$ cat src/lar_defines.svh
`ifndef LAR_DEFINES_SVH
`define LAR_DEFINES_SVH
// register indices; byte address is four times the index
`define LAR_IDX_LUT_DATA  5'h17
`define LAR_IDX_PIN_DIR   5'h18
`define LAR_IDX_PIN_STATE 5'h19
`define LAR_IDX_SCRATCH   5'h1A
`define LAR_IDX_ROT_MODE  5'h1B
`define LAR_IDX_STRIDE    5'h1C
`define LAR_IDX_TEST_A    5'h1E
`define LAR_IDX_TEST_B    5'h1F
// field positions
`define LAR_LUT_NIB_HI    7
`define LAR_LUT_NIB_LO    4
`define LAR_ROT_EN_BIT    7
`define LAR_ROT_ALT_BIT   6
`define LAR_ROT_SEL_HI    1
`define LAR_PIN_HI        4
// reset values and fixed figures
`define LAR_RST_BYTE      8'h00
`define LAR_RST_PINS      5'h00
`define LAR_RST_NIB       4'h0
`define LAR_STRIDE_ZERO   9'h100
`endif

$ cat src/lar_pkg.sv
`default_nettype none
package lar_pkg;
  typedef enum logic [1:0] {
    LAR_COMP_RED,
    LAR_COMP_GREEN,
    LAR_COMP_BLUE
  } lar_comp_t;
  typedef enum logic {
    LAR_ST_IDLE,
    LAR_ST_RESP
  } lar_apb_st_t;
endpackage : lar_pkg
`default_nettype wire

$ cat src/lar_top.sv
// Operation
// [RULE1] colour table entry is committed only when its blue part is written
// [RULE2] colour data sits in bits 7-4; bits 3-0 are unused
// [RULE3] each data access hits the pointed entry, then advances the pointer
// [RULE4] direction bit 0 makes the pin an input, readable in its state bit
// [RULE5] direction bit 1 drives the pin from the written state bit
// [RULE6] direction bits do nothing while pins carry upper panel data bits
// [RULE7] scratch register holds eight free bits affecting nothing else
// [RULE8] rotation enable bit 7 selects rotated or landscape display
// [RULE9] bit 6 picks default or alternate rotation, ignored when disabled
// [RULE10] software writes 0 to reserved rotation bit 2
// [RULE11] in landscape pixel clock is base, memory clock follows config bit
// [RULE12] default rotation: select 0..3 divides both clocks by 1,2,4,8
// [RULE13] alternate rotation: pixel 2,2,4,8 and memory 1,1,2,4 divisors
// [RULE14] base clock is input clock, or half of it when bit 4 set
// [RULE15] stride value zero means 256 bytes
// [RULE16] stride value n from 1 to FFh means n bytes
// [RULE17] software never writes the factory test registers
// [RULE18] unused bits read 0 and ignore writes
// [RULE19] output pin state bit reads back the last written value
//
// Local design decision: the APB slave port.
`default_nettype none
`include "lar_defines.svh"

module lar_top
  import lar_pkg::*;
(
  input  wire logic        CLK_IN,
  input  wire logic        ARST_N_IN,
  input  wire logic        PSEL_IN,
  input  wire logic        PENABLE_IN,
  input  wire logic        PWRITE_IN,
  input  wire logic [7:0]  PADDR_IN,
  input  wire logic [31:0] PWDATA_IN,
  output logic      [31:0] PRDATA_OUT,
  output logic             PREADY_OUT,
  output logic             PSLVERR_OUT,
  input  wire logic        LUT_PTR_LOAD_IN,
  input  wire logic [7:0]  LUT_PTR_IN,
  input  wire logic [4:0]  GPIO_IN,
  output logic      [4:0]  GPIO_OUT,
  output logic      [4:0]  GPIO_OE_OUT,
  input  wire logic        PANEL_DATA_MODE_IN,
  input  wire logic        CLK_DIV2_SEL_IN,
  input  wire logic        MCLK_CFG_IN,
  output logic             ROT_ENABLE_OUT,
  output logic             ROT_ALT_OUT,
  output logic             PCLK_EN_OUT,
  output logic             MCLK_EN_OUT,
  output logic      [8:0]  STRIDE_BYTES_OUT
);

  function automatic logic hit(input logic [7:0] a,
                               input logic [4:0] idx);
    return a == {1'b0, idx, 2'b00};
  endfunction : hit

  function automatic logic [2:0] div_mask(input logic [1:0] c);
    return 3'((4'h1 << c) - 4'h1);
  endfunction : div_mask

  // divisor exponents for pixel and memory clocks
  function automatic logic [1:0] pclk_code(input logic en,
                                           input logic alt,
                                           input logic [1:0] sel);
    if (!en) begin
      return 2'h0;
    end
    if (!alt) begin
      return sel;
    end
    return (sel == 2'h0) ? 2'h1 : sel;
  endfunction : pclk_code

  function automatic logic [1:0] mclk_code(input logic en,
                                           input logic alt,
                                           input logic [1:0] sel,
                                           input logic lcfg);
    if (!en) begin
      return lcfg ? 2'h1 : 2'h0;
    end
    if (!alt) begin
      return sel;
    end
    return (sel == 2'h0) ? 2'h0 : 2'(sel - 2'h1);
  endfunction : mclk_code

  lar_apb_st_t st_q;
  logic        pready_q;
  logic        pslverr_q;
  logic [31:0] prdata_q;
  logic [31:0] rd_d;
  logic        acc;
  logic        done;
  logic        wr_done;
  logic        rd_done;
  logic        hit_lut;
  logic        hit_dir;
  logic        hit_st;
  logic        hit_scr;
  logic        hit_rot;
  logic        hit_str;
  logic        hit_test;
  logic        map_ok;
  logic [3:0]  wr_nib;

  logic [3:0]  lut_r_q [256];
  logic [3:0]  lut_g_q [256];
  logic [3:0]  lut_b_q [256];
  logic [7:0]  ent_q;
  lar_comp_t   comp_q;
  logic [3:0]  stage_r_q;
  logic [3:0]  stage_g_q;
  logic [3:0]  lut_nib;
  logic        lut_acc;

  logic [4:0]  dir_q;
  logic [4:0]  state_q;
  logic [4:0]  gpio_s_q;
  logic [4:0]  dir_eff;
  logic [4:0]  pin_rd;
  logic [4:0]  oe_q;
  logic [4:0]  out_q;
  logic [7:0]  scratch_q;

  logic        rot_en_q;
  logic        rot_alt_q;
  logic [1:0]  rot_sel_q;
  logic        rot_en_o_q;
  logic        rot_alt_o_q;
  logic [7:0]  stride_q;
  logic [8:0]  stride_o_q;

  logic        half_q;
  logic        base_tick;
  logic [2:0]  cnt_q;
  logic [1:0]  pcode;
  logic [1:0]  mcode;
  logic        pclk_q;
  logic        mclk_q;

  // bus decode
  assign acc      = PSEL_IN & PENABLE_IN;
  assign done     = (st_q == LAR_ST_RESP) & acc;
  assign wr_done  = done & PWRITE_IN;
  assign rd_done  = done & ~PWRITE_IN;
  assign hit_lut  = hit(PADDR_IN, `LAR_IDX_LUT_DATA);
  assign hit_dir  = hit(PADDR_IN, `LAR_IDX_PIN_DIR);
  assign hit_st   = hit(PADDR_IN, `LAR_IDX_PIN_STATE);
  assign hit_scr  = hit(PADDR_IN, `LAR_IDX_SCRATCH);
  assign hit_rot  = hit(PADDR_IN, `LAR_IDX_ROT_MODE);
  assign hit_str  = hit(PADDR_IN, `LAR_IDX_STRIDE);
  assign hit_test = hit(PADDR_IN, `LAR_IDX_TEST_A) |
                    hit(PADDR_IN, `LAR_IDX_TEST_B);
  assign map_ok   = hit_lut | hit_dir | hit_st | hit_scr |
                    hit_rot | hit_str | hit_test;
  assign wr_nib   = PWDATA_IN[`LAR_LUT_NIB_HI:`LAR_LUT_NIB_LO];

  // one wait state: answer in the cycle after the access phase starts
  always_ff @(posedge CLK_IN or negedge ARST_N_IN) begin
    if (!ARST_N_IN) begin
      st_q      <= LAR_ST_IDLE;
      pready_q  <= 1'b0;
      pslverr_q <= 1'b0;
      prdata_q  <= 32'h0;
    end else begin
      unique case (st_q)
        LAR_ST_IDLE: begin
          if (acc) begin
            st_q      <= LAR_ST_RESP;
            pready_q  <= 1'b1;
            prdata_q  <= PWRITE_IN ? 32'h0 : rd_d;
            // test registers refuse writes with an error answer
            pslverr_q <= ~map_ok | (PWRITE_IN & hit_test); // RULE17
          end
        end
        LAR_ST_RESP: begin
          st_q      <= LAR_ST_IDLE;
          pready_q  <= 1'b0;
          pslverr_q <= 1'b0;
          prdata_q  <= 32'h0;
        end
      endcase
    end
  end

  assign lut_acc = done & hit_lut;

  always_comb begin
    unique case (comp_q)
      LAR_COMP_RED:   lut_nib = lut_r_q[ent_q];
      LAR_COMP_GREEN: lut_nib = lut_g_q[ent_q];
      LAR_COMP_BLUE:  lut_nib = lut_b_q[ent_q];
      default:        lut_nib = `LAR_RST_NIB;
    endcase
  end

  assign dir_eff = dir_q & ~{5{PANEL_DATA_MODE_IN}}; // RULE6
  assign pin_rd  = (dir_eff & state_q) | (~dir_eff & gpio_s_q); // RULE4 RULE19

  // read mux; unused bits stay zero
  always_comb begin
    rd_d = 32'h0; // RULE18
    if (hit_lut) begin
      rd_d[`LAR_LUT_NIB_HI:`LAR_LUT_NIB_LO] = lut_nib; // RULE2
    end
    if (hit_dir) begin
      rd_d[`LAR_PIN_HI:0] = dir_q;
    end
    if (hit_st) begin
      rd_d[`LAR_PIN_HI:0] = pin_rd;
    end
    if (hit_scr) begin
      rd_d[7:0] = scratch_q; // RULE7
    end
    if (hit_rot) begin
      rd_d[`LAR_ROT_EN_BIT]    = rot_en_q;
      rd_d[`LAR_ROT_ALT_BIT]   = rot_alt_q;
      rd_d[`LAR_ROT_SEL_HI:0]  = rot_sel_q;
    end
    if (hit_str) begin
      rd_d[7:0] = stride_q;
    end
  end

  // table pointer; an external load wins over an access advance
  always_ff @(posedge CLK_IN or negedge ARST_N_IN) begin
    if (!ARST_N_IN) begin
      ent_q  <= `LAR_RST_BYTE;
      comp_q <= LAR_COMP_RED;
    end else if (LUT_PTR_LOAD_IN) begin
      ent_q  <= LUT_PTR_IN;
      comp_q <= LAR_COMP_RED;
    end else if (lut_acc) begin
      unique case (comp_q)
        LAR_COMP_RED:   comp_q <= LAR_COMP_GREEN; // RULE3
        LAR_COMP_GREEN: comp_q <= LAR_COMP_BLUE; // RULE3
        default: begin
          comp_q <= LAR_COMP_RED; // RULE3
          ent_q  <= ent_q + 8'h01; // RULE3
        end
      endcase
    end
  end

  always_ff @(posedge CLK_IN or negedge ARST_N_IN) begin
    if (!ARST_N_IN) begin
      stage_r_q <= `LAR_RST_NIB;
      stage_g_q <= `LAR_RST_NIB;
    end else if (lut_acc && PWRITE_IN) begin
      if (comp_q == LAR_COMP_RED) begin
        stage_r_q <= wr_nib; // RULE1
      end
      if (comp_q == LAR_COMP_GREEN) begin
        stage_g_q <= wr_nib; // RULE1
      end
    end
  end

  // table storage, no reset
  always_ff @(posedge CLK_IN) begin
    if (lut_acc && PWRITE_IN && comp_q == LAR_COMP_BLUE) begin
      lut_r_q[ent_q] <= stage_r_q; // RULE1
      lut_g_q[ent_q] <= stage_g_q; // RULE1
      lut_b_q[ent_q] <= wr_nib; // RULE1 RULE2
    end
  end

  // general-purpose pins
  always_ff @(posedge CLK_IN or negedge ARST_N_IN) begin
    if (!ARST_N_IN) begin
      dir_q     <= `LAR_RST_PINS;
      state_q   <= `LAR_RST_PINS;
      gpio_s_q  <= `LAR_RST_PINS;
      oe_q      <= `LAR_RST_PINS;
      out_q     <= `LAR_RST_PINS;
      scratch_q <= `LAR_RST_BYTE;
    end else begin
      gpio_s_q <= GPIO_IN; // RULE4
      oe_q     <= dir_eff; // RULE5 RULE6
      out_q    <= state_q & dir_eff; // RULE5
      if (wr_done && hit_dir) begin
        dir_q <= PWDATA_IN[`LAR_PIN_HI:0];
      end
      if (wr_done && hit_st) begin
        state_q <= PWDATA_IN[`LAR_PIN_HI:0]; // RULE5 RULE19
      end
      if (wr_done && hit_scr) begin
        scratch_q <= PWDATA_IN[7:0]; // RULE7
      end
    end
  end

  // rotation mode and stride
  always_ff @(posedge CLK_IN or negedge ARST_N_IN) begin
    if (!ARST_N_IN) begin
      rot_en_q    <= 1'b0;
      rot_alt_q   <= 1'b0;
      rot_sel_q   <= 2'h0;
      rot_en_o_q  <= 1'b0;
      rot_alt_o_q <= 1'b0;
      stride_q    <= `LAR_RST_BYTE;
      stride_o_q  <= `LAR_STRIDE_ZERO;
    end else begin
      rot_en_o_q  <= rot_en_q; // RULE8
      rot_alt_o_q <= rot_en_q & rot_alt_q; // RULE9
      stride_o_q  <= (stride_q == 8'h00) ? `LAR_STRIDE_ZERO // RULE15
                                         : {1'b0, stride_q}; // RULE16
      if (wr_done && hit_rot) begin
        // reserved and unused bits are dropped
        rot_en_q  <= PWDATA_IN[`LAR_ROT_EN_BIT]; // RULE8
        rot_alt_q <= PWDATA_IN[`LAR_ROT_ALT_BIT]; // RULE9
        rot_sel_q <= PWDATA_IN[`LAR_ROT_SEL_HI:0]; // RULE10
      end
      if (wr_done && hit_str) begin
        stride_q <= PWDATA_IN[7:0];
      end
    end
  end

  // clock strobes derived from the base clock
  assign base_tick = ~CLK_DIV2_SEL_IN | half_q; // RULE14
  assign pcode = pclk_code(rot_en_q, rot_alt_q, rot_sel_q); // RULE11 RULE12
  assign mcode = mclk_code(rot_en_q, rot_alt_q, rot_sel_q,
                           MCLK_CFG_IN); // RULE12 RULE13

  always_ff @(posedge CLK_IN or negedge ARST_N_IN) begin
    if (!ARST_N_IN) begin
      half_q <= 1'b0;
      cnt_q  <= 3'h0;
      pclk_q <= 1'b0;
      mclk_q <= 1'b0;
    end else begin
      half_q <= ~half_q;
      if (base_tick) begin
        cnt_q <= cnt_q + 3'h1;
      end
      pclk_q <= base_tick && ((cnt_q & div_mask(pcode)) == 3'h0); // RULE13
      mclk_q <= base_tick && ((cnt_q & div_mask(mcode)) == 3'h0); // RULE13
    end
  end

  assign PRDATA_OUT       = prdata_q;
  assign PREADY_OUT       = pready_q;
  assign PSLVERR_OUT      = pslverr_q;
  assign GPIO_OUT         = out_q;
  assign GPIO_OE_OUT      = oe_q;
  assign ROT_ENABLE_OUT   = rot_en_o_q;
  assign ROT_ALT_OUT      = rot_alt_o_q;
  assign PCLK_EN_OUT      = pclk_q;
  assign MCLK_EN_OUT      = mclk_q;
  assign STRIDE_BYTES_OUT = stride_o_q;

  logic [7:0] ent_prev;
  assign ent_prev = ent_q;

  logic [3:0] gap_q;
  logic [3:0] d8_run_q;
  logic       div8_cfg;

  assign div8_cfg = rot_en_q && !rot_alt_q && rot_sel_q == 2'h3
                    && !CLK_DIV2_SEL_IN;

  // checker helpers: cycles since the last pixel strobe, and how long
  // the divide-by-eight setting has held; both saturate
  always_ff @(posedge CLK_IN or negedge ARST_N_IN) begin
    if (!ARST_N_IN) begin
      gap_q    <= 4'h0;
      d8_run_q <= 4'h0;
    end else begin
      if (pclk_q) begin
        gap_q <= 4'h0;
      end else if (gap_q != 4'hF) begin
        gap_q <= gap_q + 4'h1;
      end
      if (!div8_cfg) begin
        d8_run_q <= 4'h0;
      end else if (d8_run_q != 4'hF) begin
        d8_run_q <= d8_run_q + 4'h1;
      end
    end
  end
endmodule : lar_top
`default_nettype wire

$ cat config.mk
export PLATFORM = sky130hd
export DESIGN_NAME = lar_top
export DESIGN_NICKNAME = d
export VERILOG_FILES = /design/src/lar_pkg.sv /design/src/lar_top.sv
export VERILOG_INCLUDE_DIRS = /design/src
export SDC_FILE = /design/constraint.sdc
export NUM_CORES = 2
export LEC_CHECK = 0
export BUFFER_PORTS_ARGS = -buffer_cell sky130_fd_sc_hd__buf_2
export CORE_MARGIN = 2
export CORE_UTILIZATION = 35
export DETAILED_ROUTE_END_ITERATION = 12
export SETUP_SLACK_MARGIN = 0.4
export SLEW_MARGIN = 20
export SYNTH_ARGS = -nofsm -noshare
export SYNTH_HDL_FRONTEND = slang
export SYNTH_SLANG_ARGS = --single-unit
$ cat constraint.sdc
create_clock -name CLK_IN -period 9.2 [get_ports CLK_IN]
set_input_delay 1.38 -clock CLK_IN [delete_from_list [all_inputs] [get_ports CLK_IN]]
set_output_delay 1.38 -clock CLK_IN [all_outputs]
set_load 0.02 [all_outputs]
Yosys cells after proc, flatten, opt, wreduce, memory -nomap -nowiden
Memories as Yosys holds them, arrays and structs flattened.
Index checks and enable logic that the tools add are counted.
W data, S select, Z words.

operators by class
  $add $sub $neg = 5
  $mul = 0
  divide/modulo/power cells = 0
  $lt $le $gt $ge = 0
  equality and inequality tests = 12
  shifts and indexed selects = 2
  mux-type cells = 39
  bitwise logic cells = 27
  reductions and logical operators = 19

operators with widths
  cell                   number
  $eq A8 B7 Y1 const B   8
  $pmux W32 S2           1
  $mux W8                6
  $mux W32               1
  $mux W2                14
  $and A5 B5 Y5          3
  $pmux W4 S3            1
  $mux W5                2
  $not A5 Y5             2
  $logic_and A1 B1 Y1    9
  $mux W9                1
  $or A1 B1 Y1           9
  $add A8 B1 Y8 const B  1
  $logic_not A8 Y1       1
  $mux W1                8
  $and A1 B1 Y1          6
  $and A3 B3 Y3          2
  $logic_not A3 Y1       2
  $pmux W1 S2            3
  $reduce_and A2 Y1      3
  $shl A1 B2 Y3 const A  2
  $sub A3 B1 Y3 const B  2
  $or A5 B5 Y5           1
  $logic_not A2 Y1       2
  11 further kinds       14

storage, ports and cells
  bits in registers = 115
  latch bits = 0
  memory bits (writable) = 3,072
  memory bits (read-only) = 0
  bits of input ports = 62
  output and inout bits = 57
  word-level logic and storage cells = 132
  memories = 3

memory list
  memory   depth  width  read ports  clocked after memory_dff  write ports  line            source
  lut_b_q  256    4      1           0                         1            lar_top.sv:110  logic [3:0] lut_b_q [256];
  lut_g_q  256    4      1           0                         1            lar_top.sv:109  logic [3:0] lut_g_q [256];
  lut_r_q  256    4      1           0                         1            lar_top.sv:108  logic [3:0] lut_r_q [256];

Depth between registers and ports, before layout
  depth after elaboration = 12
  mapped depth = 15

Least setup slack after synthesis
OpenSTA, ideal clock, no wires.

  path type = input to register
  start point = input PADDR_IN[7]
  end point = memory lut_b_q[222][0] (enable)
  library setup time = 0.380 ns
  arrival = 3.826 ns
  required time = 8.820 ns
  setup slack = 4.994 ns
  cell stages on the path = 8
  cell sequence = nor4b_1 > nand4_1 > or2_2 > nor2_1 > and3_1 > nand2_1 > clkbuf_1 > nor2_1

on the way
  longest elaborated chain between the ends = 6

RTL lines
  element                           line            source
  start: declaration                lar_top.sv:34   input wire logic [7:0] PADDR_IN,
  $eq A8 B7 Y1                      lar_top.sv:56   return a == {1'b0, idx, 2'b00};
  $and A1 B1 Y1                     lar_top.sv:188  assign lut_acc = done & hit_lut;
  $logic_and A1 B1 Y1 (2 in a row)  lar_top.sv:263  if (lut_acc && PWRITE_IN && comp_q == LAR_COMP_BLUE) begin
  $mux W1                           lar_top.sv:263
  $mux W1 (not written as such)     lar_top.sv:266  lut_b_q[ent_q] <= wr_nib;
  end: declaration                  lar_top.sv:110

Every way passes these cells.

Worst setup path after layout
  start point = register ent_q[0] (netlist: ent_prev[0])
  end point = register prdata_q[7] (netlist: PRDATA_OUT[7])

on the way
  longest elaborated chain between the ends = 9
  elaborated cells on any way between the ends = 11

RTL lines
  element                                    line            source
  start: declaration                         lar_top.sv:111  logic [7:0] ent_q;
  start signal: assignment                   lar_top.sv:230  ent_q <= `LAR_RST_BYTE;
  start signal: assignment                   lar_top.sv:241  ent_q <= ent_q + 8'h01;
  $mem_v2 Z256 W4, on equally long branches  -
  $pmux W4 S3 (*)                            lar_top.sv:191  unique case (comp_q)
  $mux W4 (*)                                lar_top.sv:205  if (hit_lut) begin
  $mux W8 (*)                                lar_top.sv:214  if (hit_scr) begin
  $mux W2 (*)                                lar_top.sv:217  if (hit_rot) begin
  $mux W8 (*)                                lar_top.sv:222  if (hit_str) begin
  $mux W8 (*)                                lar_top.sv:173  prdata_q <= PWRITE_IN ? 32'h0 : rd_d;
  $mux W32 (*)                               lar_top.sv:170  if (acc) begin
  $pmux W32 S2 (*)                           lar_top.sv:168  unique case (st_q)
  end signal: assignment                     lar_top.sv:173
  end: declaration                           lar_top.sv:92   logic [31:0] prdata_q;

Mark *: on every way between the ends. The rest lies on a longest branch, timed or not. The select of a mux whose other input is x is not followed.
A chain may end at the register's enable or synchronous reset.

==> flow_metrics.tcl <==
set metrics [dict create \
    outcome "complete, no violations" \
    setup_viol 0 \
    holdCritPathClass "reg2reg" \
    cts.reportedPaths.clkPinSlew_ns 0.06 \
    first_drt_iteration_drcs 9797 \
    drc 0 \
    area.growth.synth_to_final_pct 14.0 \
    regToRegEndpoint "PRDATA_OUT[7]" \
    grt_antenna_before_repair 22 \
    synth_area_leaders "edfxtp_1 (75%), mux4_2 (13%), dfrtp_1 (1.8%)" \
    synth_top_cell_by_area "edfxtp_1" \
    floorplan.io_pins 119 \
    drv_slew 0 \
    timing.critical_path.to_type "register" \
    detailedRoute.firstPassIterationCount 8 \
    critPathMaxFanout 30 \
    wirelength_um 359000 \
    synth_sequential_area_ratio 0.771 \
    die-height_um 596 \
    h_tree_depth 5 \
    vias 63100 \
    synth_top_area_frac 0.752 \
    place_congestion 0.922 \
    timing.critical_path.required_ns 9.96 \
    syn-instance-count 5823 \
    final.period_utilization 0.650 \
    holdBufCountCts 0 \
    cp_data_arrival_time_ns 6.74 \
    floorplan.initialDensity 0.351 \
    globalRouteOverflowTotal 0 \
    finish.net_count 6212 \
    grt_pass1_wl_um 494000 \
    power.density_cell_area_mw_per_mm2 214 \
    hpwl_um 224000 \
    synth_ff_type "edfxtp_1" \
    ir_drop_v 0.000153 \
    cellLeakagePower_nw 43.3 \
    worst_slew_pin_slew_ns 1.22 \
    synth_top_cells_by_count "edfxtp_1 (3072), mux4_2 (721), nor2_1 (341), mux2i_1 (219), nand2_1 (188)" \
    hold_path_startpoint "half_q" \
    design.die.area_mm2 0.355 \
    setup_total_negative_slack_ns 0 \
    worst_r2r_path_depth 9 \
    post_cts.resized_instances 0 \
    postSynth.asyncResetShare 0.0288 \
    via_density 5.74 \
    place.port_buffers 70 \
    maximum_number_of_buffers_from_clock_root_to_sink 4 \
    hold_depth 1 \
    track_usage 0.198 \
    cts_root_buf "clkbuf_16" \
    timing.hold.worst_endpoint "half_q" \
    clock_sinks 3163 \
    core.rowCount 217 \
    timing.final.crit_period_ns 5.98 \
    dpl_cell_area_mm2 0.130 \
    crit_path_start_kind "register" \
    synth_enable_flop_cells 3072 \
    clock_tree_from_tritoncts "yes" \
    criticalPathCategory "reg2reg" \
    reg2reg_start "ent_prev[0]" \
    rsz0062_at_grt "false" \
    yosys_register_bits 3163 \
    detail_route.wl_per_cell_um 32.6 \
    postRouteAntennaNets 0 \
    yosys_warnings 0 \
    post_route_cells_drive_above_1_share 0.269 \
    finalHoldWorstSlack_ns 0.420 \
    largest_clock_skew_in_the_final_design_ns 0.0451 \
    vias_in_the_first_global_route 61700 \
    syn-mean-instance-area_um2 21.1 \
    synth.distinct_cells 77 \
    synth_most_common_cell "edfxtp_1" \
    cts_made_buffers 319 \
    max_cap_violations 0 \
    grt_max_degree 258 \
    finish.utilization 0.400 \
    hold_viol 0 \
    worst_skew_pair.late_latency_ns 0.88 \
    core_area_mm2 0.349 \
    rrSetupSlack_ns 3.22 \
    die_w_um 596 \
    worst_slew_margin_rel 0.177 \
    post_synth_instance_area_mm2 0.123 \
    cts_setup_buffers 0 \
    timing.fmax_mhz 167 \
    post-route-cell-area_mm2 0.140 \
]
cell usage in the layout (no fill, tap or decap), types with 24 or more instances in the layout:
cell / instances
mux2_2: 38
o21ai_0: 39
buf_4: 263
clkbuf_16: 323
dfrtp_1: 74
a21oi_1: 69
clkinv_2: 53
buf_2: 65
nor2_1: 218
nor2_2: 121
o22ai_1: 39
nand3_1: 89
nand4_1: 35
mux2i_1: 219
o211ai_1: 29
clkinv_1: 73
nand2_1: 183
mux4_2: 721
a22oi_1: 155
clkbuf_1: 68
edfxtp_1: 3072
conb_1: 24
per-stage QoR:
step                instances  setup WS (ns)  power [W]
floorplan                5846           4.99     0.0170
global placement        10400           3.00     0.0177
detailed placement      10400           2.87     0.0177
CTS                     11000           3.62     0.0300
global route            11000           3.30     0.0306
finish                  11000           3.22     0.0299
power breakdown:
| group | internal (W) | switching (W) |
|---|---|---|
| clock network | 0.00706 | 0.00547 |
| registers | 0.0157 | 0.0000545 |
| logic | 0.000542 | 0.00114 |
| total | 0.0233 | 0.00666 |
logic make-up (layout without fill, tap and decap cells):
family / after synthesis / after routing / synth area share
mux: 978 / 978 / 0.154
fa+ha+maj: 5 / 5 / 0.000510
compound gates: 488 / 488 / 0.0284
simple gates: 783 / 783 / 0.0290
buf+inv: 395 / 940 / 0.0166
flops: 3163 / 3163 / 0.771
xor+xnor: 10 / 10 / 0.000714
other cells: 1 / 35 / 0.0000306
worst max-delay path, stage by stage (launching register included):
cell	delay, ns
dfrtp_4	0.85
buf_4	0.62
buf_4	0.54
mux4_2	0.62
mux4_2	0.53
nand2_1	0.40
o2111ai_1	0.26
nor4_1	0.92
a211oi_1	0.48
o41a_1	0.51
how the worst max path moves through the flow:
stage | from | to | slack [ns] | cells past startpoint
after floorplan | PADDR_IN[7] | lut_b_q[222][0] | 4.99 | 8
after global placement | PADDR_IN[7] | lut_g_q[198][0] | 3.00 | 10
after detailed placement | PADDR_IN[7] | lut_b_q[176][0] | 2.87 | 10
after CTS | ent_prev[0] | PRDATA_OUT[7] | 3.62 | 9
after global routing | ent_prev[0] | PRDATA_OUT[7] | 3.30 | 9
final | ent_prev[0] | PRDATA_OUT[7] | 3.22 | 9
sequential cells by signal, indices dropped and copies added, names as in the netlist, 2 cells and up:
signal,cells
PRDATA_OUT,8
gpio_s_q,5
state_q,5
stride_q,8
cnt_q,3
stage_r_q,4
lut_r_q,1024
ent_prev,8
lut_b_q,1024
GPIO_OE_OUT,5
lut_g_q,1024
STRIDE_BYTES_OUT,9
stage_g_q,4
dir_q,5
rot_sel_q,2
comp_q,2
scratch_q,8
GPIO_OUT,5
metal layers:
metal | GRT usage | routed length [um]
met3 | 0.0478 | 39200
met5 | 0 | 252
met4 | 0.0818 | 16600
met1 | 0.266 | 137000
met2 | 0.308 | 166000
cell type report:
| cell class | instances | area, um^2 |
|---|---|---|
| inverters | 14 | 60.1 |
| multi-input cells | 2288 | 26600 |
| diodes | 11 | 27.5 |
| clock buffers | 394 | 8380 |
| clock inverters | 173 | 1480 |
| well taps | 4599 | 5750 |
| repair buffers | 359 | 2890 |
| fillers | 30600 | 209000 |
| flip-flops and latches | 3163 | 94600 |
Note: power is estimated with default switching activity, not from simulation.
